**config.mk**
```make
export PLATFORM = sky130hd
export DESIGN_NAME = drr_refresh_ctrl
export DESIGN_NICKNAME = d
export VERILOG_FILES = /design/src/rtl/drr_pkg.sv /design/src/rtl/drr_refresh_ctrl.sv /design/src/rtl/drr_down_timer.sv
export SDC_FILE = /design/constraint.sdc
export NUM_CORES = 1
export LEC_CHECK = 0
export ABC_CLOCK_PERIOD_IN_PS = 3400
export CAP_MARGIN = 5
export CORE_MARGIN = 2
export CORE_UTILIZATION = 50
export DETAILED_ROUTE_END_ITERATION = 6
export DONT_BUFFER_PORTS = 1
export PLACE_DENSITY = 0.65
export SLEW_MARGIN = 15
export SYNTH_ARGS = -nofsm -noshare
export SYNTH_HDL_FRONTEND = slang
export SYNTH_HIERARCHICAL = 1
export SYNTH_SLANG_ARGS = --single-unit
```
**constraint.sdc**
```tcl
create_clock -name pclk -period 3.4 [get_ports pclk]
set_input_delay 0.17 -clock pclk [delete_from_list [all_inputs] [get_ports pclk]]
set_output_delay 0.17 -clock pclk [all_outputs]
set_load 0.01 [all_outputs]
```
**src/rtl/drr_pkg.sv**
```systemverilog
package drr_pkg;

   // register offsets on the apb side
   localparam logic [11:0] CTRL_OFFSET = 12'h000;
   localparam logic [11:0] STATUS_OFFSET = 12'h004;
   localparam logic [11:0] COUNT_OFFSET = 12'h008;

   // control register fields
   localparam int CTRL_REF_EN_BIT = 0;
   localparam int CTRL_SR_REQ_BIT = 1;
   localparam int CTRL_TCR_EN_BIT = 2;
   localparam int CTRL_TCR_EXT_BIT = 3;
   localparam int CTRL_MODE_LSB = 4;
   localparam int CTRL_USE_FAST_BIT = 7;
   localparam logic [7:0] CTRL_RESET = 8'h01;

   // status register fields
   localparam int STAT_SELF_BIT = 0;
   localparam int STAT_INIT_DONE_BIT = 1;
   localparam int STAT_MODE_PEND_BIT = 2;
   localparam int STAT_EXTRA_PEND_BIT = 3;
   localparam int STAT_FAST_CNT_LSB = 4;
   localparam int STAT_MODE_LSB = 6;
   localparam int STAT_TCR_BIT = 9;
   localparam int STAT_CONFLICT_BIT = 10;
   localparam int STAT_LAST_FAST_BIT = 11;

   // fine_grain_refresh_mode encodings
   localparam logic [2:0] MODE_FIXED_1X = 3'h0;
   localparam logic [2:0] MODE_FIXED_2X = 3'h1;
   localparam logic [2:0] MODE_FIXED_4X = 3'h2;
   localparam logic [2:0] MODE_OTF_1X2X = 3'h5;
   localparam logic [2:0] MODE_OTF_1X4X = 3'h6;

   // mode register addressing and field positions
   localparam logic MR3_BG0 = 1'b0;
   localparam logic [1:0] MR3_BA = 2'h3;
   localparam logic MR4_BG0 = 1'b1;
   localparam logic [1:0] MR4_BA = 2'h0;
   localparam int MR3_RATE_LSB = 6;
   localparam int MR4_TCR_BIT = 3;
   localparam int MR4_RANGE_BIT = 2;

   // times in ns and derived cycle counts at 25 mhz
   localparam int CLK_PERIOD_NS = 40;
   localparam int REFI_BASE_NS = 7800;
   localparam int TCR_MAX_NS = 3900;
   localparam int RFC1_NS = 260;
   localparam int RFC2_NS = 160;
   localparam int RFC4_NS = 110;
   localparam int XS_EXTRA_NS = 10;
   localparam int MOD_NS = 240;
   localparam logic [7:0] REFI1_CYC = 8'(REFI_BASE_NS / CLK_PERIOD_NS);
   localparam logic [7:0] REFI2_CYC =
      8'(REFI_BASE_NS / (2 * CLK_PERIOD_NS));
   localparam logic [7:0] REFI4_CYC =
      8'(REFI_BASE_NS / (4 * CLK_PERIOD_NS));
   localparam logic [7:0] TCR_CYC = 8'(TCR_MAX_NS / CLK_PERIOD_NS);
   localparam logic [7:0] RFC1_CYC =
      8'((RFC1_NS + CLK_PERIOD_NS - 1) / CLK_PERIOD_NS);
   localparam logic [7:0] RFC2_CYC =
      8'((RFC2_NS + CLK_PERIOD_NS - 1) / CLK_PERIOD_NS);
   localparam logic [7:0] RFC4_CYC =
      8'((RFC4_NS + CLK_PERIOD_NS - 1) / CLK_PERIOD_NS);
   localparam logic [7:0] XS_CYC =
      8'((RFC1_NS + XS_EXTRA_NS + CLK_PERIOD_NS - 1) / CLK_PERIOD_NS);
   localparam logic [7:0] MOD_CYC =
      8'((MOD_NS + CLK_PERIOD_NS - 1) / CLK_PERIOD_NS);

   // command pins toward the dram
   typedef struct packed {
      logic cke;
      logic cs_n;
      logic act_n;
      logic ras_n;
      logic cas_n;
      logic we_n;
      logic bank_group_bit_zero;
      logic [1:0] ba;
      logic [13:0] addr;
   } drr_cmd_type;

   localparam drr_cmd_type CMD_DES = '{1'b1, 1'b1, 1'b1, 1'b1, 1'b1,
      1'b1, 1'b0, 2'h0, 14'h0000};
   localparam drr_cmd_type CMD_REF = '{1'b1, 1'b0, 1'b1, 1'b0, 1'b0,
      1'b1, 1'b0, 2'h0, 14'h0000};
   localparam drr_cmd_type CMD_SRE = '{1'b0, 1'b0, 1'b1, 1'b0, 1'b0,
      1'b1, 1'b0, 2'h0, 14'h0000};
   localparam drr_cmd_type CMD_MRS = '{1'b1, 1'b0, 1'b1, 1'b0, 1'b0,
      1'b0, 1'b0, 2'h0, 14'h0000};

   typedef enum logic [2:0] {
      ST_IDLE = 3'b001,
      ST_WAIT = 3'b010,
      ST_SELF = 3'b100
   } drr_state_type;

   typedef enum logic [2:0] {
      ACT_NONE = 3'h0,
      ACT_MR4 = 3'h1,
      ACT_MR3 = 3'h2,
      ACT_ALIGN = 3'h3,
      ACT_EXTRA = 3'h4,
      ACT_SRE = 3'h5,
      ACT_REF = 3'h6,
      ACT_EXIT = 3'h7
   } drr_action_type;

endpackage

```
**src/rtl/drr_refresh_ctrl.sv**
```systemverilog
// Functional notes
// - tcr on: refresh period within 3.9 us
// - write rate mode before any refresh
// - reset default is fixed normal rate
// - refresh type must match fixed mode
// - new interval applies from each refresh
// - double rate: even count before rate change
// - dynamic double: even fast between normals
// - quad rate: multiple of four before change
// - dynamic quad: four-multiple fast between normals
// - fixed/dynamic swap, same rate, no change
// - tcr only with fixed normal mode
// - odd double count: extra refreshes after exit
// - quad misaligned: extra refreshes after exit
// - self refresh entry pin encoding
// - enter self refresh only when idle
// - hold cke low during self refresh
// - only deselect during refresh cycle time
// - range bit counts only with tcr on
// - refresh command pin encoding
`timescale 1ns/100ps
`default_nettype none
module drr_refresh_ctrl
   import drr_pkg::*;
#(
   parameter int ADDR_W = 12
)
(
   input wire logic pclk,
   input wire logic presetn,
   input wire logic psel,
   input wire logic penable,
   input wire logic pwrite,
   input wire logic [ADDR_W-1:0] paddr,
   input wire logic [31:0] pwdata,
   output logic [31:0] prdata,
   output logic pready,
   output logic pslverr,
   output drr_cmd_type dram_cmd
);

   logic [7:0] ctrl;
   drr_state_type state;
   drr_state_type next_state;
   drr_action_type action;
   drr_cmd_type next_cmd;
   logic [2:0] cur_mode;
   logic applied_tcr;
   logic applied_ext;
   logic init_mr3;
   logic init_mr4;
   logic [1:0] fast_cnt;
   logic [2:0] extra_cnt;
   logic sr_misaligned;
   logic last_fast;
   logic [15:0] ref_total;
   logic wait_done;
   logic wait_load;
   logic [7:0] wait_value;
   logic interval_done;
   logic interval_load;
   logic [7:0] interval_value;
   logic [2:0] req_mode;
   logic tcr_target;
   logic mr3_dirty;
   logic mr4_dirty;
   logic [1:0] cur_rate;
   logic rate_change;
   logic cur_aligned;
   logic ref_fast;
   logic is_ref;
   logic [31:0] status_word;
   logic [31:0] read_word;
   logic addr_hit;

   // rate of a mode: 0 normal, 1 double, 2 quad
   function automatic logic [1:0] rate_of(input logic [2:0] m);
      if (m[1:0] == 2'h1)
         return 2'h1;
      else if (m[1:0] == 2'h2)
         return 2'h2;
      else
         return 2'h0;
   endfunction

   // fast count is whole normal refreshes worth
   function automatic logic aligned(input logic [1:0] r,
      input logic [1:0] c);
      if (r == 2'h1)
         return !c[0];
      else if (r == 2'h2)
         return (c == 2'h0);
      else
         return 1'b1;
   endfunction

   // refresh cycle time per refresh rate
   function automatic logic [7:0] rfc_of(input logic [1:0] r);
      if (r == 2'h1)
         return RFC2_CYC;
      else if (r == 2'h2)
         return RFC4_CYC;
      else
         return RFC1_CYC;
   endfunction

   // average interval per rate, the tcr interval for every rate when tcr is on
   function automatic logic [7:0] refi_of(input logic [1:0] r,
      input logic temp_scaled_refresh_mode);
      if (temp_scaled_refresh_mode)
         return TCR_CYC;
      else if (r == 2'h1)
         return REFI2_CYC;
      else if (r == 2'h2)
         return REFI4_CYC;
      else
         return REFI1_CYC;
   endfunction

   // requested settings against applied ones
   assign req_mode = ctrl[CTRL_MODE_LSB +: 3];
   assign tcr_target = ctrl[CTRL_TCR_EN_BIT] &&
      (req_mode == MODE_FIXED_1X);
   assign mr3_dirty = init_mr3 || (req_mode != cur_mode);
   assign mr4_dirty = init_mr4 || (tcr_target != applied_tcr) ||
      (ctrl[CTRL_TCR_EXT_BIT] != applied_ext);
   assign cur_rate = rate_of(cur_mode);
   assign rate_change = (rate_of(req_mode) != cur_rate);
   assign cur_aligned = aligned(cur_rate, fast_cnt);
   // dynamic mode stays fast until the count is whole
   assign ref_fast = cur_mode[2] ?
      (ctrl[CTRL_USE_FAST_BIT] || !cur_aligned) : (cur_rate != 2'h0);
   assign is_ref = dram_cmd.cke && !dram_cmd.cs_n && !dram_cmd.ras_n &&
      !dram_cmd.cas_n && dram_cmd.we_n;

   // pick the next command when the bus is free
   always_comb
   begin
      action = ACT_NONE;
      if (state == ST_SELF)
      begin
         if (!ctrl[CTRL_SR_REQ_BIT])
            action = ACT_EXIT;
      end
      else if (state == ST_IDLE)
      begin
         if (mr4_dirty && !tcr_target)
            action = ACT_MR4;
         else if (mr3_dirty && rate_change && !cur_aligned)
            action = ACT_ALIGN;
         else if (mr3_dirty)
            action = ACT_MR3;
         else if (mr4_dirty)
            action = ACT_MR4;
         else if (extra_cnt != 3'h0)
            action = ACT_EXTRA;
         else if (ctrl[CTRL_SR_REQ_BIT])
            action = ACT_SRE;
         else if (ctrl[CTRL_REF_EN_BIT] && interval_done)
            action = ACT_REF;
      end
   end

   // pin values, timer loads and next state for the action
   always_comb
   begin
      next_cmd = CMD_DES;
      next_state = state;
      wait_load = 1'b0;
      wait_value = 8'h00;
      interval_load = 1'b0;
      interval_value = refi_of(cur_rate, applied_tcr);
      case (action)
         ACT_MR4:
         begin
            next_cmd = CMD_MRS;
            next_cmd.bank_group_bit_zero = MR4_BG0;
            next_cmd.ba = MR4_BA;
            next_cmd.addr[MR4_TCR_BIT] = tcr_target;
            next_cmd.addr[MR4_RANGE_BIT] = ctrl[CTRL_TCR_EXT_BIT];
            wait_load = 1'b1;
            wait_value = MOD_CYC;
         end
         ACT_MR3:
         begin
            next_cmd = CMD_MRS;
            next_cmd.bank_group_bit_zero = MR3_BG0;
            next_cmd.ba = MR3_BA;
            next_cmd.addr[MR3_RATE_LSB +: 3] = req_mode;
            wait_load = 1'b1;
            wait_value = MOD_CYC;
         end
         ACT_ALIGN, ACT_REF:
         begin
            next_cmd = CMD_REF;
            next_cmd.bank_group_bit_zero = cur_mode[2] && ref_fast;
            wait_load = 1'b1;
            wait_value = rfc_of(ref_fast ? cur_rate : 2'h0);
            interval_load = 1'b1;
            interval_value = refi_of(ref_fast ? cur_rate : 2'h0,
               applied_tcr);
         end
         ACT_EXTRA:
         begin
            next_cmd = CMD_REF;
            wait_load = 1'b1;
            wait_value = rfc_of(cur_mode[2] ? 2'h0 : cur_rate);
         end
         ACT_SRE:
            next_cmd = CMD_SRE;
         ACT_EXIT:
         begin
            wait_load = 1'b1;
            wait_value = XS_CYC;
            interval_load = 1'b1;
         end
         default:
         begin
            if (state == ST_SELF)
               next_cmd.cke = 1'b0;
         end
      endcase
      if (action == ACT_SRE)
         next_state = ST_SELF;
      else if (wait_load)
         next_state = ST_WAIT;
      else if (state == ST_WAIT && wait_done)
         next_state = ST_IDLE;
   end

   // state and command pins
   always_ff @(posedge pclk or negedge presetn)
   begin
      if (!presetn)
      begin
         state <= ST_IDLE;
         dram_cmd <= CMD_DES;
      end
      else
      begin
         state <= next_state;
         dram_cmd <= next_cmd;
      end
   end

   // applied mode register contents, fixed normal after reset
   always_ff @(posedge pclk or negedge presetn)
   begin
      if (!presetn)
      begin
         cur_mode <= MODE_FIXED_1X;
         applied_tcr <= 1'b0;
         applied_ext <= 1'b0;
         init_mr3 <= 1'b1;
         init_mr4 <= 1'b1;
      end
      else if (action == ACT_MR3)
      begin
         cur_mode <= req_mode;
         init_mr3 <= 1'b0;
      end
      else if (action == ACT_MR4)
      begin
         applied_tcr <= tcr_target;
         applied_ext <= ctrl[CTRL_TCR_EXT_BIT];
         init_mr4 <= 1'b0;
      end
   end

   // fast refresh count and extras owed after self refresh
   always_ff @(posedge pclk or negedge presetn)
   begin
      if (!presetn)
      begin
         fast_cnt <= 2'h0;
         extra_cnt <= 3'h0;
         sr_misaligned <= 1'b0;
      end
      else
      begin
         case (action)
            ACT_ALIGN, ACT_REF:
               fast_cnt <= ref_fast ? fast_cnt + 2'h1 : 2'h0;
            ACT_MR3:
               if (rate_change)
                  fast_cnt <= 2'h0;
            ACT_EXTRA:
               extra_cnt <= extra_cnt - 3'h1;
            ACT_SRE:
               sr_misaligned <= !cur_aligned;
            ACT_EXIT:
            begin
               fast_cnt <= 2'h0;
               if (!sr_misaligned)
                  extra_cnt <= 3'h0;
               else if (cur_mode[2])
                  extra_cnt <= 3'h1;
               else if (cur_rate == 2'h1)
                  extra_cnt <= 3'h2;
               else
                  extra_cnt <= 3'h4;
            end
            default:
               fast_cnt <= fast_cnt;
         endcase
      end
   end

   // issued refresh statistics
   always_ff @(posedge pclk or negedge presetn)
   begin
      if (!presetn)
      begin
         ref_total <= 16'h0000;
         last_fast <= 1'b0;
      end
      else if (action == ACT_REF || action == ACT_ALIGN)
      begin
         ref_total <= ref_total + 16'h0001;
         last_fast <= ref_fast;
      end
      else if (action == ACT_EXTRA)
         ref_total <= ref_total + 16'h0001;
   end

   // command spacing and refresh interval timers
   drr_down_timer #(.WIDTH(8)) u_wait (
      .pclk(pclk),
      .presetn(presetn),
      .load(wait_load),
      .value(wait_value),
      .done(wait_done)
   );

   drr_down_timer #(.WIDTH(8)) u_interval (
      .pclk(pclk),
      .presetn(presetn),
      .load(interval_load),
      .value(interval_value),
      .done(interval_done)
   );

   // status and read decode
   always_comb
   begin
      status_word = 32'h0000_0000;
      status_word[STAT_SELF_BIT] = (state == ST_SELF);
      status_word[STAT_INIT_DONE_BIT] = !init_mr3 && !init_mr4;
      status_word[STAT_MODE_PEND_BIT] = mr3_dirty || mr4_dirty;
      status_word[STAT_EXTRA_PEND_BIT] = (extra_cnt != 3'h0);
      status_word[STAT_FAST_CNT_LSB +: 2] = fast_cnt;
      status_word[STAT_MODE_LSB +: 3] = cur_mode;
      status_word[STAT_TCR_BIT] = applied_tcr;
      status_word[STAT_CONFLICT_BIT] = ctrl[CTRL_TCR_EN_BIT] && !tcr_target;
      status_word[STAT_LAST_FAST_BIT] = last_fast;
      addr_hit = 1'b1;
      read_word = 32'h0000_0000;
      if (12'(paddr) == CTRL_OFFSET)
         read_word = {24'h000000, ctrl};
      else if (12'(paddr) == STATUS_OFFSET)
         read_word = status_word;
      else if (12'(paddr) == COUNT_OFFSET)
         read_word = {16'h0000, ref_total};
      else
         addr_hit = 1'b0;
   end

   // apb slave, zero wait states, read data captured in setup, write data in access
   assign pready = 1'b1;
   assign pslverr = psel && penable && !addr_hit;

   always_ff @(posedge pclk or negedge presetn)
   begin
      if (!presetn)
      begin
         ctrl <= CTRL_RESET;
         prdata <= 32'h0000_0000;
      end
      else
      begin
         if (psel && !penable && !pwrite)
            prdata <= read_word;
         if (psel && penable && pwrite && 12'(paddr) == CTRL_OFFSET)
            ctrl <= pwdata[7:0];
      end
   end
endmodule
`default_nettype wire

```
**src/rtl/drr_down_timer.sv**
```systemverilog
`timescale 1ns/100ps
`default_nettype none
module drr_down_timer
   import drr_pkg::*;
#(
   parameter int WIDTH = 8
)
(
   input wire logic pclk,
   input wire logic presetn,
   input wire logic load,
   input wire logic [WIDTH-1:0] value,
   output logic done
);

   logic [WIDTH-1:0] count;

   // loadable down counter, parks at zero
   always_ff @(posedge pclk or negedge presetn)
   begin
      if (!presetn)
         count <= '0;
      else if (load)
         count <= value;
      else if (count != '0)
         count <= count - 1'b1;
   end

   assign done = (count == '0);

endmodule
`default_nettype wire

```
==> metrics.md <==
| Metric | Value |
|---|---|
| ANT cells | 0 |
| Buffers on Ports | 0 |
| Largest net degree at the start of global routing | 84 |
| Total power | 0.00206 W |
| Clk_skew | 0.0129 ns |
| Largest fanout on the critical path | 9 |
| Post-route ant nets | 0 |
| VDD IR-drop max | 0.000355 V |
| WP data required | 3.64 ns |
| Final hold vios | 0 |
| Synth warn | 6 |
| Status | finished clean |
| Hold Path Cell Cnt | 3 |
| Die W | 104 um |
| FMAX | 0.320 GHz |
| Pwr/cell area | between 300 and 400 nW/um2 |
| Hold WC Path Type | in2reg |
| DR vias | 4009 |
| Post-synthesis sequential area ratio | 0.415 |
| Crit share post-route | 0.919 |
| Post-synth EDFFs | 0 |
| Cell Rows | 36 |
| Placed wire-length estimate | 8260 um |
| Yosys cell types | slightly below 70 |
| # IOs | 106 |
| LEAKAGE | 2.36 nW |
| Slew of the pin with the lowest slew margin | 0.661 ns |
| Crit path kind | reg2reg |
| Startpoint Class | register |
| Most used DFF post-synth | dfrtp_1 |
| Max_cap viols | 0 |
| Setup_tns | 0 ns |
| CTS tree | done |
| Root Buffer | clkbuf_8 |
| First-iteration detailed-routing DRC count | 201 |
| Worst-case clock buffer depth | 2 |
| Max Slew Vio Count | 0 |
| Post-route DRC | 0 |
| Fraction of layout cells with a size suffix above 1 | 0.121 |
| Die Height | 104 um |
| Yosys top cell area share | 0.378 |
| H-tree depth | 3 |
| Crit path DAT | 3.36 ns |
| Commonest non-fill, non-tap cell in the layout | dfrtp_1 |
| #FFs+latches synth | 83 |
| Grt ovf | 0 |
| CP endpoint kind | register |
| Syn avg cell area | 9.24 um2 |
| Synth async-reset ratio | 1.00 |
| Die footprint | approximately 11000 um2 |
| Worst-Skew Late Latency | 0.35 ns |
| Ranking of synthesized cells by area | dfrtp_1 (38%), buf_4 (4.5%), dfstp_2 (3.7%) |
| Clk pin slew, worst setup/hold paths | 0.09 ns |
| RSZ-0062 raised after global routing | no |
| Core area | 9770 um2 |
| Initial antenna violation count | 0 |
| Final min period | ~3.1 ns |
| Slew HR | 0.559 |
| Most frequent cells in the layout | dfrtp_1 (76), nand2_1 (47), nor2_1 (47) |
| Synthesized cell area | roughly 5000 um2 |
| Vias in the first global route | a little under 4000 |
| RePlAce Congestion | 0.903 |
| CTS buffer count | 9 |
| 1st-pass router iterations | 5 |
| Global Route Usage Sum | 0.214 |
| Largest area contributor in the netlist | dfrtp_1 |
| Drt wl/cell | ~16 um |
| Initial Util | 0.514 |
| Total Wirelength | 11300 um |
| P&R area growth vs syn | 7.05% |
| R2r worst-path depth | 12 |
| Vias per cell | 5.78 |
| Clock sink count | 83 |
| Cells after Synth | around 540 |
| Layout Nets | 616 |
| Final setup viols | 0 |
| First-pass GRT wire length | 18800 um |
## repair_timing
item,4_1_cts,5_1_grt
hold buffers,10,0
setup endpoints to repair,0,10
setup buffers,0,1
endpoints found under the hold margin,91,0
gates resized for setup,0,3
## synth_stat cells, types with 6 or more instances
master,number
xnor2_1,19
a31oi_1,13
dfrtp_1,76
nor4_1,10
buf_4,30
nand3_1,21
nand2_1,47
xor2_1,7
nor2_1,48
nor3_1,25
o21ai_0,12
inv_1,19
dfstp_2,7
clkbuf_1,10
a221oi_1,6
a21oi_1,28
and3_1,10
ha_1,11
mux2i_1,9
mux2_2,10
or4_1,6
nor2b_1,10
o31ai_1,13
## registers in the layout, indices dropped and copies added, names as in the netlist
register          flops
prdata               16
ref_total            16
dram_cmd             10
ctrl                  8
u_interval/count      8
u_wait/count          8
cur_mode              3
extra_cnt             3
state                 3
fast_cnt              2
applied_ext           1
applied_tcr           1
init_mr3              1
init_mr4              1
last_fast             1
sr_misaligned         1
## cell families after synthesis
family | after synthesis | synth area share
flops | 83 | 0.415
compound gates | 107 | 0.146
mux | 22 | 0.0471
fa+ha+maj | 11 | 0.0274
other cells | 2 | 0.00149
xor+xnor | 26 | 0.0453
simple gates | 217 | 0.227
buf+inv | 76 | 0.0904
## cell type report
class,instances,area [um2]
fillers,865,4390
clock inverters,5,62.6
flip-flops and latches,83,2090
multi-input cells,417,2620
well taps,133,166
clock buffers,11,141
inverters,19,71.3
repair buffers,26,238
## layer usage
metal  up-vias  track usage  share of wire
met5         -            0              0
met1      1901        0.279           0.45
met3        31       0.0332          0.052
met2       166        0.356           0.47
met4         0       0.0840          0.029
li1       1911            -              -
## final timing paths
path,from,end,slack (ns)
setup / recovery,u_interval/count[0],u_interval/count[5],0.27
hold / removal,paddr[2],prdata[6],0.07
setup reg to reg,u_interval/count[0],u_interval/count[5],0.27
hold reg to reg,ref_total[15],ref_total[15],0.50
max in group asynchronous,presetn,dram_cmd[22],2.64
min in group asynchronous,presetn,prdata[7],0.38
## critical path, cell delays in order (launching register included)
cell,delay [ns]
dfrtp_1,0.43
inv_1,0.09
ha_1,0.22
or3b_1,0.38
nor2_1,0.16
and2_1,0.19
o21ai_1,0.13
or4_4,0.47
o31ai_4,0.17
nand2_4,0.17
nand2_1,0.17
inv_1,0.12
a221oi_1,0.32
## report_power, final
group | total [W] | leakage (nW) | switching [W] | internal [W]
Combinational | 0.000207 | 1.17 | 0.000119 | 0.0000887
Sequential | 0.00112 | 1.10 | 0.0000763 | 0.00104
Clock | 0.000737 | 0.0957 | 0.000374 | 0.000363
## metrics by stage
stage                     area [um2]  std cells  hold WS [ns]  setup slack (ns)  utilization
after detailed placement        5050        667        -0.124             0.192        0.517
final                           5380        694        0.0730             0.275        0.550
after global routing            5380        694        0.0808            0.0274        0.550
after global placement          5050        667        -0.124             0.273        0.517
after CTS                       5370        693        0.0499             0.188        0.549
after floorplan                 5150        576        -0.126            0.0567            -
No activity file was read; power rests on OpenSTA's default activity.
